<file path="config.mk">
export PLATFORM = sky130hd
export DESIGN_NAME = anm_restart_monitor
export DESIGN_NICKNAME = d
export VERILOG_FILES = /design/src/rtl/anm_pkg.sv /design/src/rtl/anm_restart_monitor.sv
export SDC_FILE = /design/constraint.sdc
export NUM_CORES = 1
export LEC_CHECK = 0
export BUFFER_PORTS_ARGS = -buffer_cell sky130_fd_sc_hd__buf_2
export CAP_MARGIN = 20
export CORE_MARGIN = 10
export CORE_UTILIZATION = 50
export CTS_BUF_LIST = sky130_fd_sc_hd__clkbuf_4 sky130_fd_sc_hd__clkbuf_8
export DETAILED_ROUTE_END_ITERATION = 8
export GPL_TIMING_DRIVEN = 0
export PLACE_DENSITY = 0.73
export SETUP_SLACK_MARGIN = 0.02
export SLEW_MARGIN = 20
export SYNTH_ARGS = -nofsm -noshare
export SYNTH_HDL_FRONTEND = slang
export SYNTH_SLANG_ARGS = --single-unit
</file>
<file path="constraint.sdc">
create_clock -name ref_clk -period 2.8 [get_ports ref_clk]
set_clock_uncertainty 0.05 [all_clocks]
set_input_delay 0.42 -clock ref_clk [delete_from_list [all_inputs] [get_ports ref_clk]]
set_output_delay 0.42 -clock ref_clk [all_outputs]
set_load 0.02 [all_outputs]
</file>
<file path="src/rtl/anm_pkg.sv">
// Package for the negotiation restart and progress monitor block
package anm_pkg;

    // Register word offsets (byte addresses)
    localparam logic [7:0] CTRL_OFFSET = 8'h00;
    localparam logic [7:0] BASIC_STATUS_OFFSET = 8'h04;
    localparam logic [7:0] FAST_STATUS_OFFSET = 8'h44;
    localparam logic [7:0] MODE_OFFSET = 8'h08;

    // Control register fields
    localparam int CTRL_RESTART_BIT = 9;
    localparam int CTRL_ENABLE_BIT = 12;
    localparam int CTRL_SOFT_RESET_BIT = 15;
    localparam logic CTRL_ENABLE_RESET = 1'b1;

    // Basic status fields
    localparam int BASIC_LINK_BIT = 2;
    localparam int BASIC_DONE_BIT = 5;

    // Fast status fields
    localparam int FAST_RATE_BIT = 15;
    localparam int FAST_DUPLEX_BIT = 14;
    localparam int FAST_PROG_HI = 13;
    localparam int FAST_PROG_LO = 11;
    localparam int FAST_DONE_BIT = 4;
    localparam int FAST_LINK_BIT = 0;

    // Mode register: bit 0 selects hardware mode
    localparam int MODE_HW_BIT = 0;
    localparam logic MODE_HW_RESET = 1'b0;

    // Progress codes
    localparam logic [3:0] PROG_IDLE = 4'h0;
    localparam logic [3:0] PROG_MAX_STEP = 4'h8;
    localparam logic [3:0] PROG_DONE = 4'hf;

    // Negotiation time budget
    localparam int NEG_TIME_MS = 500;
    localparam int CLK_MHZ = 125;
    localparam int NEG_CYCLES = NEG_TIME_MS * 1000 * CLK_MHZ;
    localparam int STEP_CYCLES_DEFAULT = 1000;

    // Status inputs from arbitration datapath
    typedef struct packed {
        logic rate100;
        logic fullDuplex;
        logic linkUp;
    } anm_link_type;

endpackage : anm_pkg

</file>
<file path="src/rtl/anm_restart_monitor.sv">
// Negotiation restart control and progress monitor with Wishbone slave
//
// Local design decisions: register access over Wishbone and the address map.
`timescale 1ns/1ps
module anm_restart_monitor #(
    parameter int STEP_CYCLES = anm_pkg::STEP_CYCLES_DEFAULT,
    parameter int NEG_LIMIT = anm_pkg::NEG_CYCLES
) (
    input wire logic ref_clk,
    input wire logic rst,
    input wire logic [7:0] wb_adr_i,
    input wire logic [31:0] wb_dat_i,
    output logic [31:0] wb_dat_o,
    input wire logic [3:0] wb_sel_i,
    input wire logic wb_we_i,
    input wire logic wb_cyc_i,
    input wire logic wb_stb_i,
    output logic wb_ack_o,
    output logic wb_err_o,
    input wire logic negotiationSelectPin,
    input wire logic partnerResponds,
    input wire anm_pkg::anm_link_type linkIn,
    output logic negotiationDone,
    output logic [3:0] arbState
);

    typedef enum logic [1:0] {ST_IDLE, ST_RUN, ST_DONE} anm_phase_type;

    logic [2:0] pinSync;
    logic pinLevel;
    logic pinSeenLow;
    logic enable;
    logic hwMode;
    logic restartBit;
    logic enSeenLow;
    logic [3:0] progLatch;
    logic [31:0] stepCount;
    logic [31:0] negCount;
    logic linkSeen;
    anm_phase_type phase;
    logic ack;
    logic [31:0] rdData;

    logic next_pinLevel;
    logic next_pinSeenLow;
    logic next_enable;
    logic next_hwMode;
    logic next_restartBit;
    logic next_enSeenLow;
    logic [3:0] next_progLatch;
    logic [31:0] next_stepCount;
    logic [31:0] next_negCount;
    logic next_linkSeen;
    anm_phase_type next_phase;
    logic [3:0] next_arbState;
    logic next_done;
    logic next_ack;
    logic [31:0] next_rdData;

    logic access;
    logic wrCtrl;
    logic wrMode;
    logic fastRead;
    logic softReset;
    logic anyReset;
    logic restart;
    logic pinToggle;
    logic enToggle;
    logic linkFail;
    logic [31:0] basicWord;
    logic [31:0] fastWord;

    function automatic logic hit(input logic [7:0] adr, input logic [7:0] off);
        hit = (adr[7:2] == off[7:2]);
    endfunction : hit

    assign access = wb_cyc_i && wb_stb_i && !ack;
    assign wrCtrl = access && wb_we_i && hit(wb_adr_i, anm_pkg::CTRL_OFFSET) && wb_sel_i[1];
    assign wrMode = access && wb_we_i && hit(wb_adr_i, anm_pkg::MODE_OFFSET) && wb_sel_i[0];
    assign fastRead = access && !wb_we_i && hit(wb_adr_i, anm_pkg::FAST_STATUS_OFFSET);
    assign softReset = wrCtrl && wb_dat_i[anm_pkg::CTRL_SOFT_RESET_BIT];
    assign anyReset = rst || softReset;

    // Toggle detection: a low seen, then high again on the source that hwMode selects
    assign pinToggle = hwMode && pinSeenLow && pinLevel;
    assign enToggle = !hwMode && enSeenLow && enable;
    assign linkFail = linkSeen && !linkIn.linkUp;
    assign restart = restartBit || pinToggle || enToggle || linkFail;

    always_comb begin
        next_pinLevel = pinLevel;
        if (pinSync[2] == pinSync[1]) begin
            next_pinLevel = pinSync[2];
        end
        next_pinSeenLow = pinSeenLow;
        if (!pinLevel) begin
            next_pinSeenLow = 1'b1;
        end else if (pinSeenLow) begin
            next_pinSeenLow = 1'b0;
        end
        next_enable = enable;
        next_restartBit = 1'b0;
        next_hwMode = hwMode;
        if (wrCtrl) begin
            next_enable = wb_dat_i[anm_pkg::CTRL_ENABLE_BIT];
            next_restartBit = wb_dat_i[anm_pkg::CTRL_RESTART_BIT];
        end
        if (wrMode) begin
            next_hwMode = wb_dat_i[anm_pkg::MODE_HW_BIT];
        end
        next_enSeenLow = enSeenLow;
        if (!enable) begin
            next_enSeenLow = 1'b1;
        end else if (enSeenLow) begin
            next_enSeenLow = 1'b0;
        end
    end

    wire logic active = hwMode ? pinLevel : enable;

    always_comb begin
        next_phase = phase;
        next_arbState = arbState;
        next_stepCount = stepCount;
        next_negCount = negCount;
        next_linkSeen = linkSeen;
        if (restart || !active) begin
            next_phase = ST_IDLE;
            next_arbState = anm_pkg::PROG_IDLE;
            next_stepCount = '0;
            next_negCount = '0;
            next_linkSeen = 1'b0;
        end else begin
            unique case (phase)
                ST_IDLE: begin
                    next_phase = ST_RUN;
                end
                ST_RUN: begin
                    next_negCount = negCount + 32'd1;
                    next_stepCount = stepCount + 32'd1;
                    // Steps stand in for the arbitration, bounded by the budget
                    if (stepCount >= 32'(STEP_CYCLES - 1)
                            || negCount >= 32'(NEG_LIMIT - 1)) begin
                        next_stepCount = '0;
                        if (arbState == anm_pkg::PROG_MAX_STEP
                                || negCount >= 32'(NEG_LIMIT - 1)
                                || (arbState >= 4'h3 && !partnerResponds)) begin
                            next_phase = ST_DONE;
                            next_arbState = anm_pkg::PROG_DONE;
                            next_linkSeen = linkIn.linkUp;
                        end else begin
                            next_arbState = arbState + 4'h1;
                        end
                    end
                end
                ST_DONE: begin
                    // A held link reads back as complete with zero progress bits
                    if (linkIn.linkUp) begin
                        next_linkSeen = 1'b1;
                        next_arbState = anm_pkg::PROG_MAX_STEP;
                    end
                end
                default: begin
                    next_phase = ST_IDLE;
                end
            endcase
        end
        next_done = (next_phase == ST_DONE);
    end

    always_comb begin
        next_progLatch = progLatch;
        if (fastRead) begin
            next_progLatch = arbState;
        end else if (progLatch != anm_pkg::PROG_DONE && arbState > progLatch) begin
            next_progLatch = arbState;
        end
    end

    // Fast status word; progress bits drop to zero after the completion read while the link is held
    always_comb begin
        fastWord = '0;
        fastWord[anm_pkg::FAST_RATE_BIT] = linkIn.rate100;
        fastWord[anm_pkg::FAST_DUPLEX_BIT] = linkIn.fullDuplex;
        fastWord[anm_pkg::FAST_LINK_BIT] = linkIn.linkUp;
        fastWord[anm_pkg::FAST_PROG_HI:anm_pkg::FAST_PROG_LO] =
            (progLatch == anm_pkg::PROG_DONE) ? 3'b111 : progLatch[2:0];
        fastWord[anm_pkg::FAST_DONE_BIT] = negotiationDone
            || (progLatch == anm_pkg::PROG_DONE) || progLatch[3];
        basicWord = '0;
        basicWord[anm_pkg::BASIC_DONE_BIT] = negotiationDone;
        basicWord[anm_pkg::BASIC_LINK_BIT] = linkIn.linkUp;
    end

    always_comb begin
        next_ack = access;
        next_rdData = '0;
        if (hit(wb_adr_i, anm_pkg::CTRL_OFFSET)) begin
            next_rdData[anm_pkg::CTRL_ENABLE_BIT] = enable;
            next_rdData[anm_pkg::CTRL_RESTART_BIT] = restartBit;
        end else if (hit(wb_adr_i, anm_pkg::BASIC_STATUS_OFFSET)) begin
            next_rdData = basicWord;
        end else if (hit(wb_adr_i, anm_pkg::FAST_STATUS_OFFSET)) begin
            next_rdData = fastWord;
        end else if (hit(wb_adr_i, anm_pkg::MODE_OFFSET)) begin
            next_rdData[anm_pkg::MODE_HW_BIT] = hwMode;
        end
    end

    // Synchroniser stages carry no reset; pinLevel masks their start-up state
    always_ff @(posedge ref_clk) begin
        pinSync <= {pinSync[1:0], negotiationSelectPin};
    end

    // Bus answer
    always_ff @(posedge ref_clk) begin
        if (rst) begin
            ack <= 1'b0;
            rdData <= '0;
        end else begin
            ack <= next_ack;
            rdData <= next_rdData;
        end
    end

    // Pin level starts high so no false toggle follows reset
    always_ff @(posedge ref_clk) begin
        if (rst) begin
            pinLevel <= 1'b1;
            pinSeenLow <= 1'b0;
        end else begin
            pinLevel <= next_pinLevel;
            pinSeenLow <= next_pinSeenLow;
        end
    end

    // Control bits; a soft reset keeps the mode so a pin-strapped part stays put
    always_ff @(posedge ref_clk) begin
        if (rst) begin
            enable <= anm_pkg::CTRL_ENABLE_RESET;
            hwMode <= anm_pkg::MODE_HW_RESET;
            restartBit <= 1'b0;
            enSeenLow <= 1'b0;
        end else begin
            enable <= softReset ? anm_pkg::CTRL_ENABLE_RESET : next_enable;
            hwMode <= next_hwMode;
            restartBit <= softReset ? 1'b0 : next_restartBit;
            enSeenLow <= softReset ? 1'b0 : next_enSeenLow;
        end
    end

    // Arbitration stand-in
    always_ff @(posedge ref_clk) begin
        if (anyReset) begin
            phase <= ST_IDLE;
            arbState <= anm_pkg::PROG_IDLE;
            stepCount <= '0;
            negCount <= '0;
            linkSeen <= 1'b0;
            negotiationDone <= 1'b0;
        end else begin
            phase <= next_phase;
            arbState <= next_arbState;
            stepCount <= next_stepCount;
            negCount <= next_negCount;
            linkSeen <= next_linkSeen;
            negotiationDone <= next_done;
        end
    end

    // Progress latch: a reset clears it, a fast status read reloads it from arbState, a restart leaves it alone
    always_ff @(posedge ref_clk) begin
        if (anyReset) begin
            progLatch <= anm_pkg::PROG_IDLE;
        end else begin
            progLatch <= next_progLatch;
        end
    end

    assign wb_ack_o = ack;
    assign wb_dat_o = rdData;
    assign wb_err_o = 1'b0;

endmodule : anm_restart_monitor

</file>
==> metrics, run 1 <==
Fillers=800; antenna-violating nets left=0; status=complete, no violations; unrepaired setup endpoints after global routing=no; IO Pins=93; vias in the first global route=3499; Final period util=0.836; setup violators final=0; Die Wd=115 um; clock-pin slew on the worst setup and hold paths=0.09 ns; CTS tree=done; Die ar.=0.0131 mm2; Num CTS Buffers=9; EDFF count, synth=0; clk sinks=96; Max Slew Vio Count=0; Core Area=0.00872 mm2; routability cong.=0.853; first-pass GRT wire length=15.9 mm; Data required, critical path=3.01 ns; initial antenna violation count=0; DR DRC count=0; final hold vios=0; ant diodes=0; nature of the critical path endpoint=flop; hold path depth=1; Hold Crit Class=in -> reg; largest net degree at the start of global routing=18; drt first pass iters=4; Hold Path Origin=negotiationSelectPin; Tot GR Track Use=0.146; nets=649; most frequent cells in the layout=96 x dfxtp_1, 78 x nor2_1, 43 x buf_2; Cell Area, Synth=0.00448 mm2; Max Root-Sink Buffers=2; Post-Synthesis Cells=518; synthesis-stage register bit count=96; peak supply drop=0.000287 V; RR Endpoint=stepCount[25]; Site Rows=34; Worst slew margin=0.482; Synth Warn #=0; DR vias=3698; path depth of the worst reg2reg path=8; insertion delay to the later sink of the worst-skew pair=0.37 ns; DPL Wire Length=7.09 mm; share of layout cells above drive strength 1=0.166; Fmax=427 MHz; Root Buffer=clkbuf_8; critical-path cell list=ha_1 -> nand4_1 -> a2111oi_0 -> a21o_1 -> o31ai_4 -> nand3_2 -> buf_2 -> nor2_1; largest fanout on the critical path=10; commonest non-fill, non-tap cell in the layout=dfxtp_1; WP data arrival=2.55 ns; Worst R2R Setup Slack=0.46 ns; Wirelength per Cell=13.4 um; routed vias/inst=5.28; Max stage delay on crit path=0.47 ns; Setup TNS Final=0 ns; slowest CP cell=a2111oi_0; Post-Syn Area per Cell=8.65 um2; Hold Slack=0.0958 ns; Period minus WS final=2.34 ns; Post-CTS Resized=0; total global routing overflow=0; die height=115 um; 1st-iter DRT viols=211; worst r2r src=negCount[0]; Synth Flop Type=dfxtp_1; Post-synth ARST share=0; postcts setup bufs=0; Initial Util=0.514; worst slew pin tran=0.770 ns; WS Path Type=reg -> reg; startpoint types=flop; hold endpoint=pinSync[0]; Seq/Total Area, Yosys=0.429; Static Leak=2.06 nW; Netlist cell types=57; H-tree depth=3; detailed-route wire length=9.39 mm; # hold bufs at CTS=0; MaxCap Viol Count=0; Area Overhead vs Synth=13.4%; power density cells=482 mW/mm2; IO Port Bufs=36
power by group:
group / switching, mW / leakage [nW] / total (mW) / internal, mW
Combinational: 0.0811 / 1.18 / 0.130 / 0.0493
Clock: 0.508 / 0.106 / 0.934 / 0.426
Sequential: 0.00877 / 0.776 / 1.38 / 1.38
Total: 0.598 / 2.06 / 2.45 / 1.85
layer usage:
metal	track usage	vias to the layer above	part of all wire
met5	0	-	0
met4	0.0710	0	0.020
met3	0.0372	13	0.046
met2	0.236	71	0.49
met1	0.175	1715	0.44
li1	-	1899	-
cell families (layout without fill, tap and decap cells):
logic type / count (synthesis) / in the layout / share of synthesized area
compound gates: 59 / 59 / 0.0924
simple gates: 249 / 249 / 0.287
flops: 96 / 96 / 0.429
other cells: 1 / 23 / 0.000837
mux: 2 / 2 / 0.00447
fa+ha+maj: 8 / 8 / 0.0223
xor+xnor: 51 / 51 / 0.0997
buf+inv: 52 / 104 / 0.0648
layout make-up:
class,instances,area (um2),share of cell area
buffer,33,219,0.0431
clock buffer,9,124,0.0244
clock inverter,7,77.6,0.0153
inverter,19,71.3,0.0140
multi-input combinational,392,2350,0.463
sequential,96,1920,0.378
tap,108,135,0.0266
timing repair buffer,36,180,0.0355
critical path, delay by kind of cell, from the launching register on:
family / cells / cell delay, ns
AO/OA/AOI/OAI: 3 / 0.85
adder cells (fa/ha/maj): 1 / 0.25
buffers and inverters: 1 / 0.26
flip-flops: 1 / 0.40
AND/OR/NAND/NOR: 3 / 0.41
registers in the layout, summed over array words and instances (netlist names):
name,cells
phase,2
stepCount,32
negotiationDone,1
hwMode,1
negCount,32
enSeenLow,1
enable,1
wb_dat_o,10
pinLevel,1
restartBit,1
linkSeen,1
wb_ack_o,1
pinSeenLow,1
pinSync,3
arbState,4
progLatch,4
per-stage QoR:
stage               setup slack (ns)  instances  cell area [um2]   util  power, mW
floorplan                      0.684        540             4560      -       1.51
global placement               0.190        684             4880  0.559       1.54
detailed placement             0.201        684             4880  0.559       1.54
CTS                            0.438        700             5080  0.582       2.48
global route                   0.225        700             5080  0.582       2.55
finish                         0.459        700             5080  0.582       2.45
how the worst max path moves through the flow:
stage | start | end | slack, ns
global placement | wb_adr_i[5] | arbState[1] | 0.19
detailed placement | wb_adr_i[5] | arbState[1] | 0.20
CTS | negCount[0] | stepCount[15] | 0.44
global route | negCount[0] | negCount[24] | 0.23
floorplan | wb_adr_i[5] | arbState[1] | 0.68
finish | negCount[0] | stepCount[25] | 0.46
Yosys cell counts, drive strengths merged, types with 2 or more instances:
cell,number,share of area
a311oi,2,0.0039
xnor2,24,0.047
a211o,2,0.0042
nor2b,6,0.0084
and2,7,0.0098
o211a,2,0.0045
nand3,22,0.027
o21bai,2,0.0034
a21oi,18,0.021
inv,19,0.016
or4,3,0.0059
a211oi,3,0.0050
mux2i,2,0.0045
nand4b,2,0.0039
o21a,3,0.0050
o31ai,3,0.0081
a31oi,4,0.0056
xor2,27,0.053
o21ai,10,0.011
nand2,36,0.030
nand4,18,0.025
and3,16,0.022
nor4,12,0.018
nor2,78,0.065
a2111oi,2,0.0053
dfxtp,96,0.43
ha,8,0.022
clkbuf,3,0.0025
or3,8,0.012
buf,30,0.046
or2,3,0.0042
nor3,24,0.029
nand3b,3,0.0050
and4,5,0.0098
nand2b,3,0.0042
Note: power is estimated with default switching activity, not from simulation.
==> run 2, diff against run 1 <==
==> constraint.sdc (replaced) <==
create_clock -name ref_clk -period 2.31 [get_ports ref_clk]
set_clock_uncertainty 0.05 [all_clocks]
set_input_delay 0.3465 -clock ref_clk [delete_from_list [all_inputs] [get_ports ref_clk]]
set_output_delay 0.3465 -clock ref_clk [all_outputs]
set_load 0.02 [all_outputs]
==> metrics, run 2 (same netlist as run 1, synthesis figures left out) <==
status=complete, no violations; peak supply drop=0.000348 V; multi-input logic area=0.00241 mm2; Die Wd=115 um; Initial Util=0.514; IO Pins=93; WP data arrival=2.47 ns; nature of the critical path endpoint=flop; startpoint types=flop; ant diodes=0; clock-pin slew on the worst setup and hold paths=0.09 ns; Fillers=788; Area Overhead vs Synth=15.5%; total global routing overflow=0; first-pass GRT wire length=15.9 mm; WS Path Type=reg -> reg; 1st-iter DRT viols=223; share of total power in the clock network=0.380; Static Leak=2.09 nW; # hold bufs at CTS=0; commonest non-fill, non-tap cell in the layout=dfxtp_1; drt first pass iters=4; Met1 Wirelength=4.13 mm; initial antenna violation count=0; final hold vios=0; Fmax=452 MHz; IO Port Bufs=36; Site Rows=34; Cell Area, Placed=0.00488 mm2; largest net degree at the start of global routing=18; Data required, critical path=2.57 ns; routability cong.=0.853; DR vias=3728; DR DRC count=0; MaxCap Viol Count=0; power density cells=575 mW/mm2; H-tree depth=3; Die ar.=0.0131 mm2; die height=115 um; fin area=0.00517 mm2; vias in the first global route=3501; Period minus WS final=2.21 ns; overall power=2.97 mW; Max Root-Sink Buffers=2; storage element area=0.00192 mm2; sequential cell fraction of total power=0.565; Tot GR Track Use=0.146; CTS tree=done; Wirelength per Cell=13.4 um; setup violators final=0; worst slew pin tran=0.543 ns; share of layout cells above drive strength 1=0.185; nets=652; internal power=2.25 mW; Max Slew Vio Count=0; Hold Crit Class=in -> reg; Final period util=0.957; largest fanout on the critical path=4; routed length on met2=4.69 mm; Setup TNS Final=0 ns; WL met3=445 um; most frequent cells in the layout=94 x dfxtp_1, 78 x nor2_1, 41 x buf_2; detailed-route wire length=9.45 mm; routed vias/inst=5.30; Comb power frac=0.055; DPL Wire Length=7.09 mm; top layer in use=met4; Root Buffer=clkbuf_8; Num CTS Buffers=9; insertion delay to the later sink of the worst-skew pair=0.37 ns; Core Area=0.00872 mm2; antenna-violating nets left=0; clk sinks=96; Sw Share=0.244; Worst slew margin=0.636; switching power=0.725 mW
run 2: cell count changes in the layout (fill, tap and decap cells not counted), moves of 2 or more:
cell / delta
nand3_2: -2
buf_4: +5
dfxtp_1: -2
dfxtp_2: +2
buf_2: -2
nor4_1: -3
nor4_2: +2
nand3_4: +2
run 2: timing repair:
action / in CTS / in global routing
hold endpoints to repair: 0 / 0
endpoints found under the setup margin: 24 / 33
gates resized for setup: 3 / 15
pin swaps: 0 / 3
setup buffers: 0 / 3
run 2: final cells by class:
cell class / count / area share
Multi-Input combinational cell: 392 / 0.467
Sequential cell: 96 / 0.372
Buffer: 33 / 0.0433
Timing Repair Buffer: 39 / 0.0392
Tap cell: 108 / 0.0261
Clock buffer: 9 / 0.0239
Clock inverter: 7 / 0.0150
Inverter: 19 / 0.0138
run 2: power by group through the flow:
stage / logic [mW] / registers [mW] / clock network [mW]
after floorplan: 0.117 / 1.72 / 0
after global placement: 0.153 / 1.72 / 0
after detailed placement: 0.155 / 1.72 / 0
after CTS: 0.156 / 1.68 / 1.17
after global routing: 0.181 / 1.68 / 1.24
final: 0.163 / 1.68 / 1.13
run 2: per-layer routing:
layer | GRT usage | up-vias
li1 | - | 1898
met1 | 0.174 | 1744
met2 | 0.237 | 74
met3 | 0.0377 | 12
met4 | 0.0702 | 0
met5 | 0 | -
run 2: metrics by stage:
stage,instances,hold slack [ns],util,setup WS (ns)
after global placement,684,0.265,0.559,-0.227
after CTS,700,0.00848,0.584,0.0349
after global routing,703,0.00625,0.593,-0.000942
after detailed placement,684,0.268,0.559,-0.216
final,703,0.0235,0.593,0.0987
after floorplan,540,0.260,-,0.268
run 2: worst max-delay path, cell delays in order (launching register included):
cell and delay [ns]:
dfxtp_1 0.35, or4_4 0.52, nor3_2 0.21, nand3_4 0.15, or3_4 0.41, or3_1 0.33
a21oi_2 0.13
run 2: worst paths after layout:
kind	endpoint	cells after the start	slack, ns	start
setup / recovery	stepCount[0]	6	0.1	stepCount[18]
hold / removal	pinSync[0]	1	0.02	negotiationSelectPin
setup reg to reg	stepCount[0]	6	0.1	stepCount[18]
hold reg to reg	pinSync[1]	0	0.29	pinSync[0]
==> run 3, diff against run 2 <==
==> constraint.sdc (replaced) <==
create_clock -name ref_clk -period 2.31 [get_ports ref_clk]
set_clock_uncertainty 0.05 [all_clocks]
set_input_delay 0.1155 -clock ref_clk [delete_from_list [all_inputs] [get_ports ref_clk]]
set_output_delay 0.1155 -clock ref_clk [all_outputs]
set_load 0.02 [all_outputs]
==> metrics, run 3 (same netlist as run 1, synthesis figures left out) <==
power density cells=569 mW/mm2; ant diodes=0; CTS tree=done; Period minus WS final=2.21 ns; share of layout cells above drive strength 1=0.182; H-tree depth=3; total global routing overflow=0; Core Area=0.00872 mm2; clock-pin slew on the worst setup and hold paths=0.10 ns; worst slew pin tran=0.545 ns; Setup TNS Final=0 ns; Tot GR Track Use=0.149; die height=115 um; Root Buffer=clkbuf_8; Max Root-Sink Buffers=2; Fmax=452 MHz; final worst setup slack=0.0972 ns; Max Slew Vio Count=0; Initial Util=0.514; switching power=0.732 mW; nature of the critical path endpoint=flop; GR peak layer=met2; routed vias/inst=5.32; nets=660; first-pass GRT wire length=16.2 mm; 1st-iter DRT viols=244; largest net degree at the start of global routing=18; sequential cell fraction of total power=0.562; drt first pass iters=4; MaxCap Viol Count=0; routability cong.=0.853; WP data arrival=2.47 ns; Site Rows=34; setup violators final=0; clk sinks=96; met2 Use GR=0.244; Num CTS Buffers=9; Global Route met3 Usage=0.0372; Die Wd=115 um; commonest non-fill, non-tap cell in the layout=dfxtp_1; Comb power frac=0.058; DPL Wire Length=7.09 mm; IO Pins=93; detailed-route wire length=9.67 mm; Worst slew margin=0.634; Sw Share=0.245; Static Leak=2.13 nW; most frequent cells in the layout=94 x dfxtp_1, 78 x nor2_1, 41 x buf_2; Data required, critical path=2.57 ns; fin area=0.00525 mm2; Area Overhead vs Synth=17.3%; initial antenna violation count=0; DP Worst Slack=-0.0385 ns; DR vias=3779; internal power=2.26 mW; DR DRC count=0; Wirelength per Cell=13.6 um; IO Port Bufs=36; vias in the first global route=3538; Die ar.=0.0131 mm2; antenna-violating nets left=0; final hold vios=0; largest fanout on the critical path=4; share of total power in the clock network=0.380; insertion delay to the later sink of the worst-skew pair=0.37 ns; global-route track usage on met1=0.177; startpoint types=flop; Cell Area, Placed=0.00488 mm2; WS Path Type=reg -> reg; Final period util=0.958; peak supply drop=0.000351 V; Hold Crit Class=in -> reg; status=complete, no violations
[run 3: per-stage QoR]
step	power, mW	hold slack (ns)	instances	utilization
floorplan	1.83	0.0932	540	-
finish	2.99	0.0189	711	0.602
detailed placement	1.87	0.173	684	0.559
CTS	3.01	0.00209	708	0.593
global placement	1.87	0.169	684	0.559
global route	3.12	0.0288	711	0.602
[run 3: metal layers]
metal,part of all wire,vias to the layer above
met3,0.045,16
met1,0.43,1779
met4,0.023,0
met5,0,-
li1,-,1913
met2,0.50,71
[run 3: final cells by class]
type,instances,area (um2)
Clock inverter,7,77.6
Tap cell,108,135
Clock buffer,9,124
Inverter,19,71.3
Fill cell,775,3470
Timing Repair Buffer,47,283
Sequential cell,96,1920
Buffer,33,224
Multi-Input combinational cell,392,2410
[run 3: power groups by stage]
stage	Combinational, mW	Sequential (mW)	Clock (mW)
2_1_floorplan	0.117	1.72	0
3_3_place_gp	0.153	1.72	0
3_5_place_dp	0.155	1.72	0
4_1_cts	0.167	1.68	1.17
5_1_grt	0.192	1.68	1.24
6_report	0.174	1.68	1.14
[run 3: timing repair]
action	CTS	global route
pin swaps	0	4
hold buffers	8	0
endpoints found under the setup margin	24	34
setup buffers	0	3
endpoints found under the hold margin	8	0
gates resized for setup	3	15
[run 3: worst paths after layout]
kind | startpoint | end | slack (ns) | cells past startpoint
setup / recovery | stepCount[18] | stepCount[0] | 0.1 | 6
hold / removal | wb_stb_i | wb_ack_o | 0.02 | 3
setup reg to reg | stepCount[18] | stepCount[0] | 0.1 | 6
hold reg to reg | pinSync[0] | pinSync[1] | 0.29 | 0
[run 3: worst max-delay path: stages, from the launching register on]
cell     delay, ns
dfxtp_1       0.35
or4_4         0.52
nor3_2        0.21
nand3_4       0.15
or3_4         0.41
or3_1         0.33
a21oi_2       0.13
